[src/tsfs_pkg.sv]
// Package with register map, field layout, reset values and states of the frame synchroniser.
package tsfs_pkg;
    // ----------------------------------------------------------------
    // Register byte addresses
    // ----------------------------------------------------------------
    localparam logic [7:0] ACQ_THRESH_ADDR = 8'h00;
    localparam logic [7:0] TRK_THRESH_ADDR = 8'h04;
    localparam logic [7:0] STATUS_ADDR = 8'h08;
    localparam logic [7:0] VIT_CONFIG_ADDR = 8'h0C;
    localparam logic [7:0] TPS_STATUS_ADDR = 8'h10;
    localparam logic [7:0] IRQ_STATUS_ADDR = 8'h14;
    localparam logic [7:0] IRQ_MASK_ADDR = 8'h18;

    // ----------------------------------------------------------------
    // Field positions and reset values
    // ----------------------------------------------------------------
    localparam int STAT_LOCK_BIT = 0;
    localparam int STAT_UNCORR_BIT = 1;
    localparam int STAT_TPS_LOCK_BIT = 2;
    localparam int VIT_FIX_BIT = 3;
    localparam int TPS_VALID_BIT = 7;
    localparam int IRQ_LOCK_GAIN_BIT = 0;
    localparam int IRQ_LOCK_LOSS_BIT = 1;
    localparam int IRQ_UNCORR_BIT = 2;
    localparam int IRQ_WIDTH = 3;
    localparam int RATE_WIDTH = 3;
    localparam logic [7:0] ACQ_THRESH_RESET = 8'h03;
    localparam logic [7:0] TRK_THRESH_RESET = 8'h03;
    localparam logic [3:0] VIT_CONFIG_RESET = 4'h0;

    // ----------------------------------------------------------------
    // Stream constants
    // ----------------------------------------------------------------
    localparam logic [7:0] SYNC_NORMAL = 8'h47;
    localparam logic [7:0] SYNC_INVERTED = 8'hB8;
    localparam logic [7:0] PACKET_LENGTH = 8'hBC;

    typedef enum logic [1:0] {
        HUNT = 2'b00,
        VERIFY = 2'b01,
        TRACK = 2'b10
    } tsfs_state_type;
endpackage

[src/tsfs_sync_detect.sv]
// Sync byte matcher for normal and inverted transport sync values.
module tsfs_sync_detect
(
    input wire logic [7:0] byteIn, // Decoded stream byte.
    output logic isSync // High when the byte is a sync value.
);
    assign isSync = (byteIn == tsfs_pkg::SYNC_NORMAL) || // RULE1
                    (byteIn == tsfs_pkg::SYNC_INVERTED); // RULE1
endmodule

[src/ts_frame_sync_control.sv]
// Transport stream frame synchroniser with APB registers and interrupt.
// How it works
// RULE1: Packet boundaries are found by matching the bytes 47h and B8h in the decoded stream.
// RULE2: Acquisition and tracking thresholds are separate writable registers steering lock.
// RULE3: Writing a larger acquisition threshold while locked sends the engine back to hunting.
// RULE4: Hardware reset restores both thresholds, and software must rewrite them afterwards.
// RULE5: Software may watch the uncorrectable flag during lock and raise the threshold if needed.
// RULE6: A code rate written to the Viterbi configuration register is applied instead of a search.
// RULE7: The transmission-parameter code rate reads as valid only once that signalling is locked.
// RULE8: The lock output is high exactly while the synchroniser is in tracking state.
// RULE9: The packet error output flags packets with uncorrectable errors from the RS decoder.
// RULE10: Lock comes after the acquire count of spaced syncs, and goes after the track count of misses.
module ts_frame_sync_control
(
    input wire logic sys_clk, // System clock.
    input wire logic rst_b, // Asynchronous reset, active low.
    input wire logic psel, // APB select.
    input wire logic penable, // APB access phase.
    input wire logic pwrite, // APB write direction.
    input wire logic [7:0] paddr, // APB byte address.
    input wire logic [31:0] pwdata, // APB write data.
    output logic [31:0] prdata, // APB read data.
    output logic pready, // APB ready.
    output logic pslverr, // APB error for unmapped address.
    input wire logic [7:0] byteIn, // Decoded stream byte.
    input wire logic byteValid, // Byte strobe.
    input wire logic rsUncorrectable, // RS error for the packet now in flight.
    input wire logic tpsLock, // Transmission-parameter signalling locked.
    input wire logic [2:0] tpsCodeRate, // Decoded code rate from signalling.
    output logic frameLockOut, // Frame synchroniser in lock.
    output logic packetErrorOut, // Current packet uncorrectable.
    output logic packetStartOut, // Pulse on an accepted sync byte while locked.
    output logic [2:0] viterbiCodeRate, // Code rate to the Viterbi decoder.
    output logic viterbiRateFixed, // Viterbi uses the written rate, no search.
    output logic irq // Level interrupt.
);
    // ----------------------------------------------------------------
    // Declarations
    // ----------------------------------------------------------------
    localparam int IRQ_W = tsfs_pkg::IRQ_WIDTH;
    tsfs_pkg::tsfs_state_type state_q;
    logic [7:0] acqThresh_q;
    logic [7:0] trkThresh_q;
    logic [3:0] vitConfig_q;
    logic [IRQ_W-1:0] irqStatus_q;
    logic [IRQ_W-1:0] irqMask_q;
    logic [7:0] position_q;
    logic [7:0] hitCount_q;
    logic [7:0] missCount_q;
    logic packetError_q;
    logic packetStart_q;
    logic [31:0] prdata_q;
    logic isSync;
    logic atBoundary;
    logic wrEn;
    logic rdEn;
    logic mapped;
    logic acqRaised;
    logic lockGain;
    logic lockLoss;
    logic [IRQ_W-1:0] irqEvents;

    tsfs_sync_detect u_detect
    (
        .byteIn(byteIn),
        .isSync(isSync)
    );

    // ----------------------------------------------------------------
    // APB decode
    // ----------------------------------------------------------------
    assign wrEn = psel && penable && pwrite;
    assign rdEn = psel && penable && !pwrite;
    assign pready = 1'b1;
    assign mapped = (paddr == tsfs_pkg::ACQ_THRESH_ADDR) || (paddr == tsfs_pkg::TRK_THRESH_ADDR) ||
                    (paddr == tsfs_pkg::STATUS_ADDR) || (paddr == tsfs_pkg::VIT_CONFIG_ADDR) ||
                    (paddr == tsfs_pkg::TPS_STATUS_ADDR) || (paddr == tsfs_pkg::IRQ_STATUS_ADDR) ||
                    (paddr == tsfs_pkg::IRQ_MASK_ADDR);
    assign pslverr = psel && penable && !mapped;
    assign acqRaised = wrEn && (paddr == tsfs_pkg::ACQ_THRESH_ADDR) &&
                       (pwdata[7:0] > acqThresh_q);

    always_ff @(posedge sys_clk or negedge rst_b)
    begin
        if (!rst_b)
        begin
            acqThresh_q <= tsfs_pkg::ACQ_THRESH_RESET; // RULE4
            trkThresh_q <= tsfs_pkg::TRK_THRESH_RESET; // RULE4
        end
        else if (wrEn && paddr == tsfs_pkg::ACQ_THRESH_ADDR)
        begin
            acqThresh_q <= pwdata[7:0]; // RULE2
        end
        else if (wrEn && paddr == tsfs_pkg::TRK_THRESH_ADDR)
        begin
            trkThresh_q <= pwdata[7:0]; // RULE2
        end
    end

    always_ff @(posedge sys_clk or negedge rst_b)
    begin
        if (!rst_b)
        begin
            vitConfig_q <= tsfs_pkg::VIT_CONFIG_RESET;
        end
        else if (wrEn && paddr == tsfs_pkg::VIT_CONFIG_ADDR)
        begin
            vitConfig_q <= pwdata[3:0]; // RULE6
        end
    end

    assign viterbiCodeRate = vitConfig_q[2:0]; // RULE6
    assign viterbiRateFixed = vitConfig_q[tsfs_pkg::VIT_FIX_BIT]; // RULE6

    always_ff @(posedge sys_clk or negedge rst_b)
    begin
        if (!rst_b)
        begin
            prdata_q <= 32'h0000_0000;
        end
        else if (psel && !penable && !pwrite)
        begin
            prdata_q <= 32'h0000_0000;
            case (paddr)
                tsfs_pkg::ACQ_THRESH_ADDR: prdata_q[7:0] <= acqThresh_q;
                tsfs_pkg::TRK_THRESH_ADDR: prdata_q[7:0] <= trkThresh_q;
                tsfs_pkg::STATUS_ADDR:
                begin
                    prdata_q[tsfs_pkg::STAT_LOCK_BIT] <= frameLockOut;
                    prdata_q[tsfs_pkg::STAT_UNCORR_BIT] <= packetError_q; // RULE5
                    prdata_q[tsfs_pkg::STAT_TPS_LOCK_BIT] <= tpsLock;
                end
                tsfs_pkg::VIT_CONFIG_ADDR: prdata_q[3:0] <= vitConfig_q;
                tsfs_pkg::TPS_STATUS_ADDR:
                begin
                    // Stale rates before signalling lock would mislead the copy into the decoder.
                    if (tpsLock)
                    begin
                        prdata_q[2:0] <= tpsCodeRate; // RULE7
                        prdata_q[tsfs_pkg::TPS_VALID_BIT] <= 1'b1; // RULE7
                    end
                end
                tsfs_pkg::IRQ_STATUS_ADDR: prdata_q[IRQ_W-1:0] <= irqStatus_q;
                tsfs_pkg::IRQ_MASK_ADDR: prdata_q[IRQ_W-1:0] <= irqMask_q;
                default: prdata_q <= 32'h0000_0000;
            endcase
        end
    end

    assign prdata = rdEn ? prdata_q : 32'h0000_0000;

    // ----------------------------------------------------------------
    // Sync engine
    // ----------------------------------------------------------------
    assign atBoundary = (position_q == tsfs_pkg::PACKET_LENGTH - 8'h01);

    always_ff @(posedge sys_clk or negedge rst_b)
    begin
        if (!rst_b)
        begin
            state_q <= tsfs_pkg::HUNT;
            position_q <= 8'h00;
            hitCount_q <= 8'h00;
            missCount_q <= 8'h00;
        end
        else if (acqRaised)
        begin
            state_q <= tsfs_pkg::HUNT; // RULE3
            hitCount_q <= 8'h00; // RULE3
            missCount_q <= 8'h00;
            position_q <= 8'h00;
        end
        else if (byteValid)
        begin
            position_q <= atBoundary ? 8'h00 : position_q + 8'h01;
            case (state_q)
                tsfs_pkg::HUNT:
                begin
                    if (isSync) // RULE1
                    begin
                        position_q <= 8'h00;
                        hitCount_q <= 8'h01;
                        // A direct jump into tracking must not inherit misses from the last loss.
                        missCount_q <= 8'h00;
                        state_q <= (acqThresh_q <= 8'h01) ? tsfs_pkg::TRACK : tsfs_pkg::VERIFY;
                    end
                end
                tsfs_pkg::VERIFY:
                begin
                    if (atBoundary && isSync)
                    begin
                        hitCount_q <= hitCount_q + 8'h01;
                        if (hitCount_q + 8'h01 >= acqThresh_q) // RULE10
                        begin
                            state_q <= tsfs_pkg::TRACK;
                            missCount_q <= 8'h00;
                        end
                    end
                    else if (atBoundary)
                    begin
                        // A payload lookalike broke the spacing; start the hunt over.
                        state_q <= tsfs_pkg::HUNT; // RULE10
                        hitCount_q <= 8'h00;
                    end
                end
                tsfs_pkg::TRACK:
                begin
                    if (atBoundary && isSync)
                    begin
                        missCount_q <= 8'h00;
                    end
                    else if (atBoundary)
                    begin
                        missCount_q <= missCount_q + 8'h01;
                        if (missCount_q + 8'h01 >= trkThresh_q) // RULE10
                        begin
                            state_q <= tsfs_pkg::HUNT;
                            hitCount_q <= 8'h00;
                        end
                    end
                end
                default: state_q <= tsfs_pkg::HUNT;
            endcase
        end
    end

    assign frameLockOut = (state_q == tsfs_pkg::TRACK); // RULE8

    // ----------------------------------------------------------------
    // Packet outputs
    // ----------------------------------------------------------------
    always_ff @(posedge sys_clk or negedge rst_b)
    begin
        if (!rst_b)
        begin
            packetError_q <= 1'b0;
            packetStart_q <= 1'b0;
        end
        else
        begin
            packetError_q <= rsUncorrectable; // RULE9
            packetStart_q <= byteValid && frameLockOut && atBoundary && isSync && !acqRaised;
        end
    end

    assign packetErrorOut = packetError_q; // RULE9
    assign packetStartOut = packetStart_q;

    // ----------------------------------------------------------------
    // Interrupts
    // ----------------------------------------------------------------
    assign lockGain = byteValid && !acqRaised && (state_q != tsfs_pkg::TRACK) &&
                      (((state_q == tsfs_pkg::HUNT) && isSync && (acqThresh_q <= 8'h01)) ||
                       ((state_q == tsfs_pkg::VERIFY) && atBoundary && isSync &&
                        (hitCount_q + 8'h01 >= acqThresh_q)));
    assign lockLoss = (frameLockOut && acqRaised) ||
                      (byteValid && frameLockOut && atBoundary && !isSync &&
                       (missCount_q + 8'h01 >= trkThresh_q));
    always_comb
    begin
        irqEvents = '0;
        irqEvents[tsfs_pkg::IRQ_LOCK_GAIN_BIT] = lockGain;
        irqEvents[tsfs_pkg::IRQ_LOCK_LOSS_BIT] = lockLoss;
        irqEvents[tsfs_pkg::IRQ_UNCORR_BIT] = rsUncorrectable && !packetError_q;
    end

    always_ff @(posedge sys_clk or negedge rst_b)
    begin
        if (!rst_b)
        begin
            irqStatus_q <= '0;
        end
        else if (wrEn && paddr == tsfs_pkg::IRQ_STATUS_ADDR)
        begin
            // New events win over a simultaneous write-one clear.
            irqStatus_q <= (irqStatus_q & ~pwdata[IRQ_W-1:0]) | irqEvents;
        end
        else
        begin
            irqStatus_q <= irqStatus_q | irqEvents;
        end
    end

    always_ff @(posedge sys_clk or negedge rst_b)
    begin
        if (!rst_b)
        begin
            irqMask_q <= '0;
        end
        else if (wrEn && paddr == tsfs_pkg::IRQ_MASK_ADDR)
        begin
            irqMask_q <= pwdata[IRQ_W-1:0];
        end
    end

    assign irq = |(irqStatus_q & irqMask_q);
endmodule

[config.mk]
export PLATFORM = sky130hd
export DESIGN_NAME = ts_frame_sync_control
export DESIGN_NICKNAME = d
export VERILOG_FILES = /design/src/tsfs_pkg.sv /design/src/tsfs_sync_detect.sv /design/src/ts_frame_sync_control.sv
export SDC_FILE = /design/constraint.sdc
export NUM_CORES = 1
export LEC_CHECK = 0
export BUFFER_PORTS_ARGS = -buffer_cell sky130_fd_sc_hd__buf_2
export CAP_MARGIN = 20
export CORE_ASPECT_RATIO = 0.9
export CORE_MARGIN = 5
export CORE_UTILIZATION = 45
export CTS_CLUSTER_SIZE = 24
export DETAILED_ROUTE_END_ITERATION = 6
export PLACE_DENSITY = 0.7
export SYNTH_ARGS = -nofsm -noshare
export SYNTH_HDL_FRONTEND = slang
export SYNTH_SLANG_ARGS = --single-unit
[constraint.sdc]
create_clock -name sys_clk -period 3.85 [get_ports sys_clk]
set_input_delay 0.1925 -clock sys_clk [delete_from_list [all_inputs] [get_ports sys_clk]]
set_output_delay 0.1925 -clock sys_clk [all_outputs]
set_load 0.03 [all_outputs]
### Word-level counts from Yosys, hierarchy flattened

Cells that the tools add are included.
W data, S select, Z words.

| storage, ports and cells | value |
|---|---|
| input bits | 59 |
| flip-flop bits (word level) | 62 |

| operators by class | value |
|---|---|
| add/sub/neg operators | 3 |
| reduce and logical (&&, ||, !) cells | 53 |
| bitwise operators | 6 |
| muxes and demuxes | 41 |
| $lt $le $gt $ge | 4 |
| equal/unequal tests | 21 |

Operators with widths:

| operator | number |
|---|---|
| $mux W8 | 21 |
| $pmux W8 S3 | 2 |
| $logic_and A1 B1 Y1 | 29 |
| $add A8 B1 Y8 const B | 3 |
| $eq A8 B5 Y1 const B | 3 |
| $pmux W3 S7 | 1 |
| $mux W2 | 10 |
| $eq A8 B4 Y1 const B | 2 |
| $eq A8 B8 Y1 const B | 2 |
| $ge A8 B8 Y1 | 2 |
| $reduce_and A7 Y1 | 2 |
| $logic_or A1 B1 Y1 | 9 |
| $ne A3 B3 Y1 const B | 3 |
| $eq A8 B3 Y1 const B | 1 |
| $eq A8 B7 Y1 const B | 1 |
| $gt A8 B8 Y1 | 1 |
| $le A8 B1 Y1 const B | 1 |
| $logic_not A8 Y1 | 1 |
| $and A3 B3 Y3 | 2 |
| $logic_not A1 Y1 | 6 |
| $mux W3 | 2 |
| $ne A3 B1 Y1 const B | 2 |
| $or A3 B3 Y3 | 2 |
| $pmux W1 S3 | 2 |
| other kinds (18) | 18 |

### Longest topological paths before layout

| logic depth | value |
|---|---|
| word-level depth | 10 |
| gate-level depth with buffers | 12 |

### Cells and area by module

Synthesis repeated with hierarchy kept, for this count alone.

| second synthesis, totals | value |
|---|---|
| cells, all modules | 479 |
| area, all modules | 4354.2 um^2 |

By module, submodules not included:

| module | seq. area each (um^2) | cells an instance | area an instance (um^2) | times used |
|---|---|---|---|---|
| ts_frame_sync_control | 1556.5 | 472 | 4305.4 | 1 |
| tsfs_sync_detect | 0.0 | 7 | 48.8 | 1 |

### Worst setup path after synthesis

OpenSTA, ideal clock, no wires.

| timing | value |
|---|---|
| kind | reg2reg |
| start | register missCount_q[2] |
| end | register state_q[0] |
| path buffers | 0 |
| data required time | 3.773 ns |
| path slack | 1.193 ns |
| data arrival time | 2.580 ns |
| period minus slack after synthesis | 2.657 ns |
| stages on the path, launching flop included | 11 |
| setup time | 0.077 ns |
| cell sequence | dfrtp_1 > nand3_1 > or2_2 > xnor2_1 > ha_1 > and3_1 > a31oi_1 > a211o_1 > and2_4 > or4_1 > a21oi_1 |

| between the ends | value |
|---|---|
| word-level cells in the longest chain between the ends | 4 |

Ends and longest elaborated chain:

| element | line | source |
|---|---|---|
| start, declared | ts_frame_sync_control.sv:49 | `logic [7:0] missCount_q;` |
| start signal, assigned | ts_frame_sync_control.sv:214 | `missCount_q <= missCount_q + 8'h01;` |
| $add A8 B1 Y8 | ts_frame_sync_control.sv:215 | `if (missCount_q + 8'h01 >= trkThresh_q)` |
| $ge A8 B8 Y1 | ts_frame_sync_control.sv:215 |  |
| $ne A3 B1 Y1 (no source line) | -- |  |
| $reduce_and A7 Y1 (no source line) | -- |  |
| end signal, assigned | ts_frame_sync_control.sv:202 | `state_q <= tsfs_pkg::HUNT;` |
| end signal, assigned | ts_frame_sync_control.sv:217 | `state_q <= tsfs_pkg::HUNT;` |
| end signal, assigned | ts_frame_sync_control.sv:222 | `default: state_q <= tsfs_pkg::HUNT;` |
| end, declared | ts_frame_sync_control.sv:41 | `tsfs_pkg::tsfs_state_type state_q;` |

No other way between the ends.
A chain may end at the register's enable or synchronous reset.

### Final worst setup path

| timing | value |
|---|---|
| start | register hitCount_q[0] |
| end | register missCount_q[0] |

| between the ends | value |
|---|---|
| word-level cells in the longest chain between the ends | 4 |

Ends and longest elaborated chain:

| element | line | source |
|---|---|---|
| start, declared | ts_frame_sync_control.sv:48 | `logic [7:0] hitCount_q;` |
| start signal, assigned | ts_frame_sync_control.sv:192 | `hitCount_q <= hitCount_q + 8'h01;` |
| $add A8 B1 Y8 | ts_frame_sync_control.sv:193 | `if (hitCount_q + 8'h01 >= acqThresh_q)` |
| $ge A8 B8 Y1 | ts_frame_sync_control.sv:193 |  |
| $ne A3 B2 Y1 (no source line) | -- |  |
| $reduce_and A6 Y1 (no source line) | -- |  |

No other way between the ends.

==> run_results.csv <==
group,metric,value,unit
outcome,status,"finished clean",
drt,post_drt_wl_per_cell,15.1,µm
timing,timing.fmax,310,MHz
logic_synthesis,syn_inst,470,
power_and_ir_drop,p_sw,619,µW
logic_synthesis,yosysSeqAreaShare,36.6,%
power_and_ir_drop,p_sw_share,33.2,%
worst_setup_path,cp-end-kind,"register",
logic_synthesis,netlist_area,4260,µm²
timing,min_period,3.23,ns
logic_synthesis,ys_ff_latch,62,
drt,drt_iter0_drc,211,
clock_network,clockBufferDepth,2,
logic_synthesis,synth_area_leaders,"dfrtp_1 (34%), ha_1 (8.8%), mux2_2 (5.8%), buf_4 (4.6%), nand2_1 (4.1%)",
cells_and_area,drive_gt1_share,20.1,%
logic_synthesis,yosysWarnings,0,
clock_network,cts_tree,"yes",
logic_synthesis,postSynth.asyncResetShare,100,%
timing,setup_tns,0,ns
drt,via_count,3576,
placement,io_buffers,51,
worst_setup_path,required,4.05,ns
clock_network,clock-root-buffer,"clkbuf_8",
logic_synthesis,synth_area_per_cell,9.05,µm²
logic_synthesis,synth-main-ff-cell,"dfrtp_1",
worst_setup_path,arrival,3.43,ns
logic_synthesis,netlist-cell-type-count,63,
worst_setup_path,worstReg2RegStart,"hitCount_q[0]",
power_and_ir_drop,report.power.total,1.86,mW
global_routing,overflow,0,
cells_and_area,final_cells,645,
clock_network,clkSinkCount,62,
clock_network,cts_buffers,9,
drt,drc,0,
flow_run,drv_cap,0,
drt,vias_per_cell,5.54,
power_and_ir_drop,sequentialPowerShare,40.8,%
timing,post-route-period-util,83.9,%
die,io_pins,101,
timing,setup_viol,0,
worst_setup_path,r2r_slack,0.62,ns
global_routing,grt_first_pass_wirelength,16000,µm
power_and_ir_drop,power.density,394,nW/µm²
timing,hold_viol_final,0,
worst_setup_path,worst_r2r_path_depth,11,
worst_setup_path,rr_endpoint,"missCount_q[0]",
placement,place_inst,627,
die,start_util,46.4,%
drt,drtAntennaViolNets,0,
logic_synthesis,synth_edf_count,0,
hold_path,holdCritPathClass,"in2reg",
logic_synthesis,yosys.area.top_type,"dfrtp_1",
placement,dp_hpwl,7340,µm
logic_synthesis,yosys-top-cells-count,"dfrtp_1 (58), nand2_1 (46), o21ai_0 (32)",
timing,tightest_slew,0.814,ns
cells_and_area,antenna_cells,0,
cells_and_area,nets,607,
worst_setup_path,cp-start-kind,"register",
power_and_ir_drop,power_report.internal_total,1.24,mW
global_routing,grt_use_total,17.4,%
die,rows,33,
logic_synthesis,synth.most_common_cell,"dfrtp_1",
logic_synthesis,yosysTopAreaCellShare,34.1,%
die,die-height,102,µm
worst_setup_path,worst-setup-path-type,"reg2reg",
clock_network,clock_latency,0.35,ns
drt,wirelength,9770,µm
power_and_ir_drop,clkPwrFrac,33.7,%
hold_path,hold_end,"acqThresh_q[4]",
timing,maxSlewHeadroom,45.2,%
worst_setup_path,cp_max_fo,8,
timing,finalMaxSlewViolations,0,
die,die_area,11500,µm²
power_and_ir_drop,ir_drop,0.247,mV
power_and_ir_drop,combPwrFrac,25.4,%
timing,rsz0062_at_grt,"false",
hold_path,min-delay-start,"pwdata[4]",
placement,globalplace.congestion,0.812,
global_routing,antenna_found_initial,0,
clock_network,path_clk_slew,0.07,ns
drt,first_pass_iters,5,
die,fp.coreArea,9170,µm²
power_and_ir_drop,p_leak,2.28,nW
timing,clock_skew,0.00906,ns
die,die_w,113,µm
hold_path,hold_path_depth,2,
clock_network,htreeDepth,3,
global_routing,first_global_vias,3339,
global_routing,grt_start_max_net_pins,33,
cells_and_area,synthToLayoutAreaGrowth,11.3,%
-- layout make-up --
type	count	area [µm²]
well taps	122	153
multi-input cells	365	2430
clock buffers	10	128
fillers	852	4430
flip-flops and latches	62	1560
clock inverters	6	86.3
repair buffers	55	290
inverters	25	93.8
-- cells in the final DEF (no fill, tap or decap), drive strengths merged, types with 3 or more instances in the layout --
cell	Yosys	layout
a22oi	3	3
a211oi	4	4
a21o	5	5
xnor2	6	6
nor3	9	9
ha	30	30
nor4b	3	3
a21oi	26	26
or2	3	3
and3	10	10
nand4	11	11
nor2	29	29
nand2b	3	3
nor2b	9	9
inv	24	24
clkbuf	9	10
clkinv	1	4
nand2	47	47
mux2	22	22
dfstp	4	4
or3	5	5
and2	11	11
o31ai	4	4
o21a	3	3
dfrtp	58	58
buf	32	53
o21ai	32	32
conb	2	25
nand3	15	15
mux2i	7	7
xor2	6	6
a31oi	6	6
a211o	3	3
-- sequential cells by signal, indices dropped and copies added (netlist names), 2 cells and up --
register and cells:
acqThresh_q 8, hitCount_q 8, irqMask_q 3, irqStatus_q 3
missCount_q 8, position_q 8, prdata_q 8, state_q 2
trkThresh_q 8, vitConfig_q 4
-- critical path: stages (launching register included) --
cell     delay [ns]
dfrtp_1        0.44
and3_1         0.22
and3_1         0.18
and3_1         0.18
xor2_1         0.16
ha_1           0.32
nand4_1        0.09
o31ai_1        0.54
a21oi_1        0.22
nor2_1         0.44
mux2_2         0.25
nor2_1         0.04
-- worst max-delay path by stage --
| stage | startpoint | to | slack (ns) | cells after the start |
|---|---|---|---|---|
| 2_1_floorplan | missCount_q[2] | state_q[0] | 1.19 | 10 |
| 3_3_place_gp | hitCount_q[0] | missCount_q[0] | 0.72 | 11 |
| 3_5_place_dp | hitCount_q[0] | missCount_q[0] | 0.72 | 11 |
| 4_1_cts | hitCount_q[0] | missCount_q[0] | 0.69 | 11 |
| 5_1_grt | hitCount_q[0] | missCount_q[0] | 0.39 | 11 |
| 6_report | hitCount_q[0] | missCount_q[0] | 0.62 | 11 |
-- metal layers --
metal	vias up	GRT usage (%)	part of all wire (%)
li1	1725	-	-
met1	1752	22.8	45
met2	89	29.0	48
met3	10	3.97	5.2
met4	0	5.08	1.1
met5	-	0	0
-- metrics by stage --
| stage | hold WS, ns | instance area [µm²] | util, % | setup WS [ns] |
|---|---|---|---|---|
| 2_1_floorplan | -0.103 | 4340 | - | 1.19 |
| 3_3_place_gp | 0.298 | 4500 | 49.1 | 0.724 |
| 3_5_place_dp | 0.312 | 4500 | 49.1 | 0.718 |
| 4_1_cts | 0.113 | 4730 | 51.7 | 0.692 |
| 5_1_grt | 0.116 | 4730 | 51.7 | 0.393 |
| 6_report | 0.127 | 4730 | 51.7 | 0.620 |
-- power groups by stage --
stage,Sequential (mW),Combinational [mW],Clock (mW)
2_1_floorplan,0.760,0.367,0
3_3_place_gp,0.769,0.453,0
3_5_place_dp,0.771,0.464,0
4_1_cts,0.759,0.468,0.646
5_1_grt,0.769,0.526,0.673
6_report,0.761,0.474,0.629
-- cell families (layout without fill, tap and decap cells) --
kind of cell / after synthesis / in the layout / synth area share, %
AOI/OAI and AO/OA: 103 / 103 / 15.2
xor gates and xnor gates: 12 / 12 / 2.47
adders and majority gates: 30 / 30 / 8.82
buffers and inverters: 66 / 96 / 8.41
DFF: 62 / 62 / 36.6
muxes: 30 / 30 / 8.00
other: 2 / 25 / 0.176
and+or+nand+nor: 165 / 165 / 20.4
-- what timing repair did --
item | 4_1_cts | 5_1_grt
resized for setup | 0 | 0
hold endpoints to repair | 31 | 0
setup buffers | 0 | 0
hold buffers | 2 | 0
(Power assumes the default switching activity.)
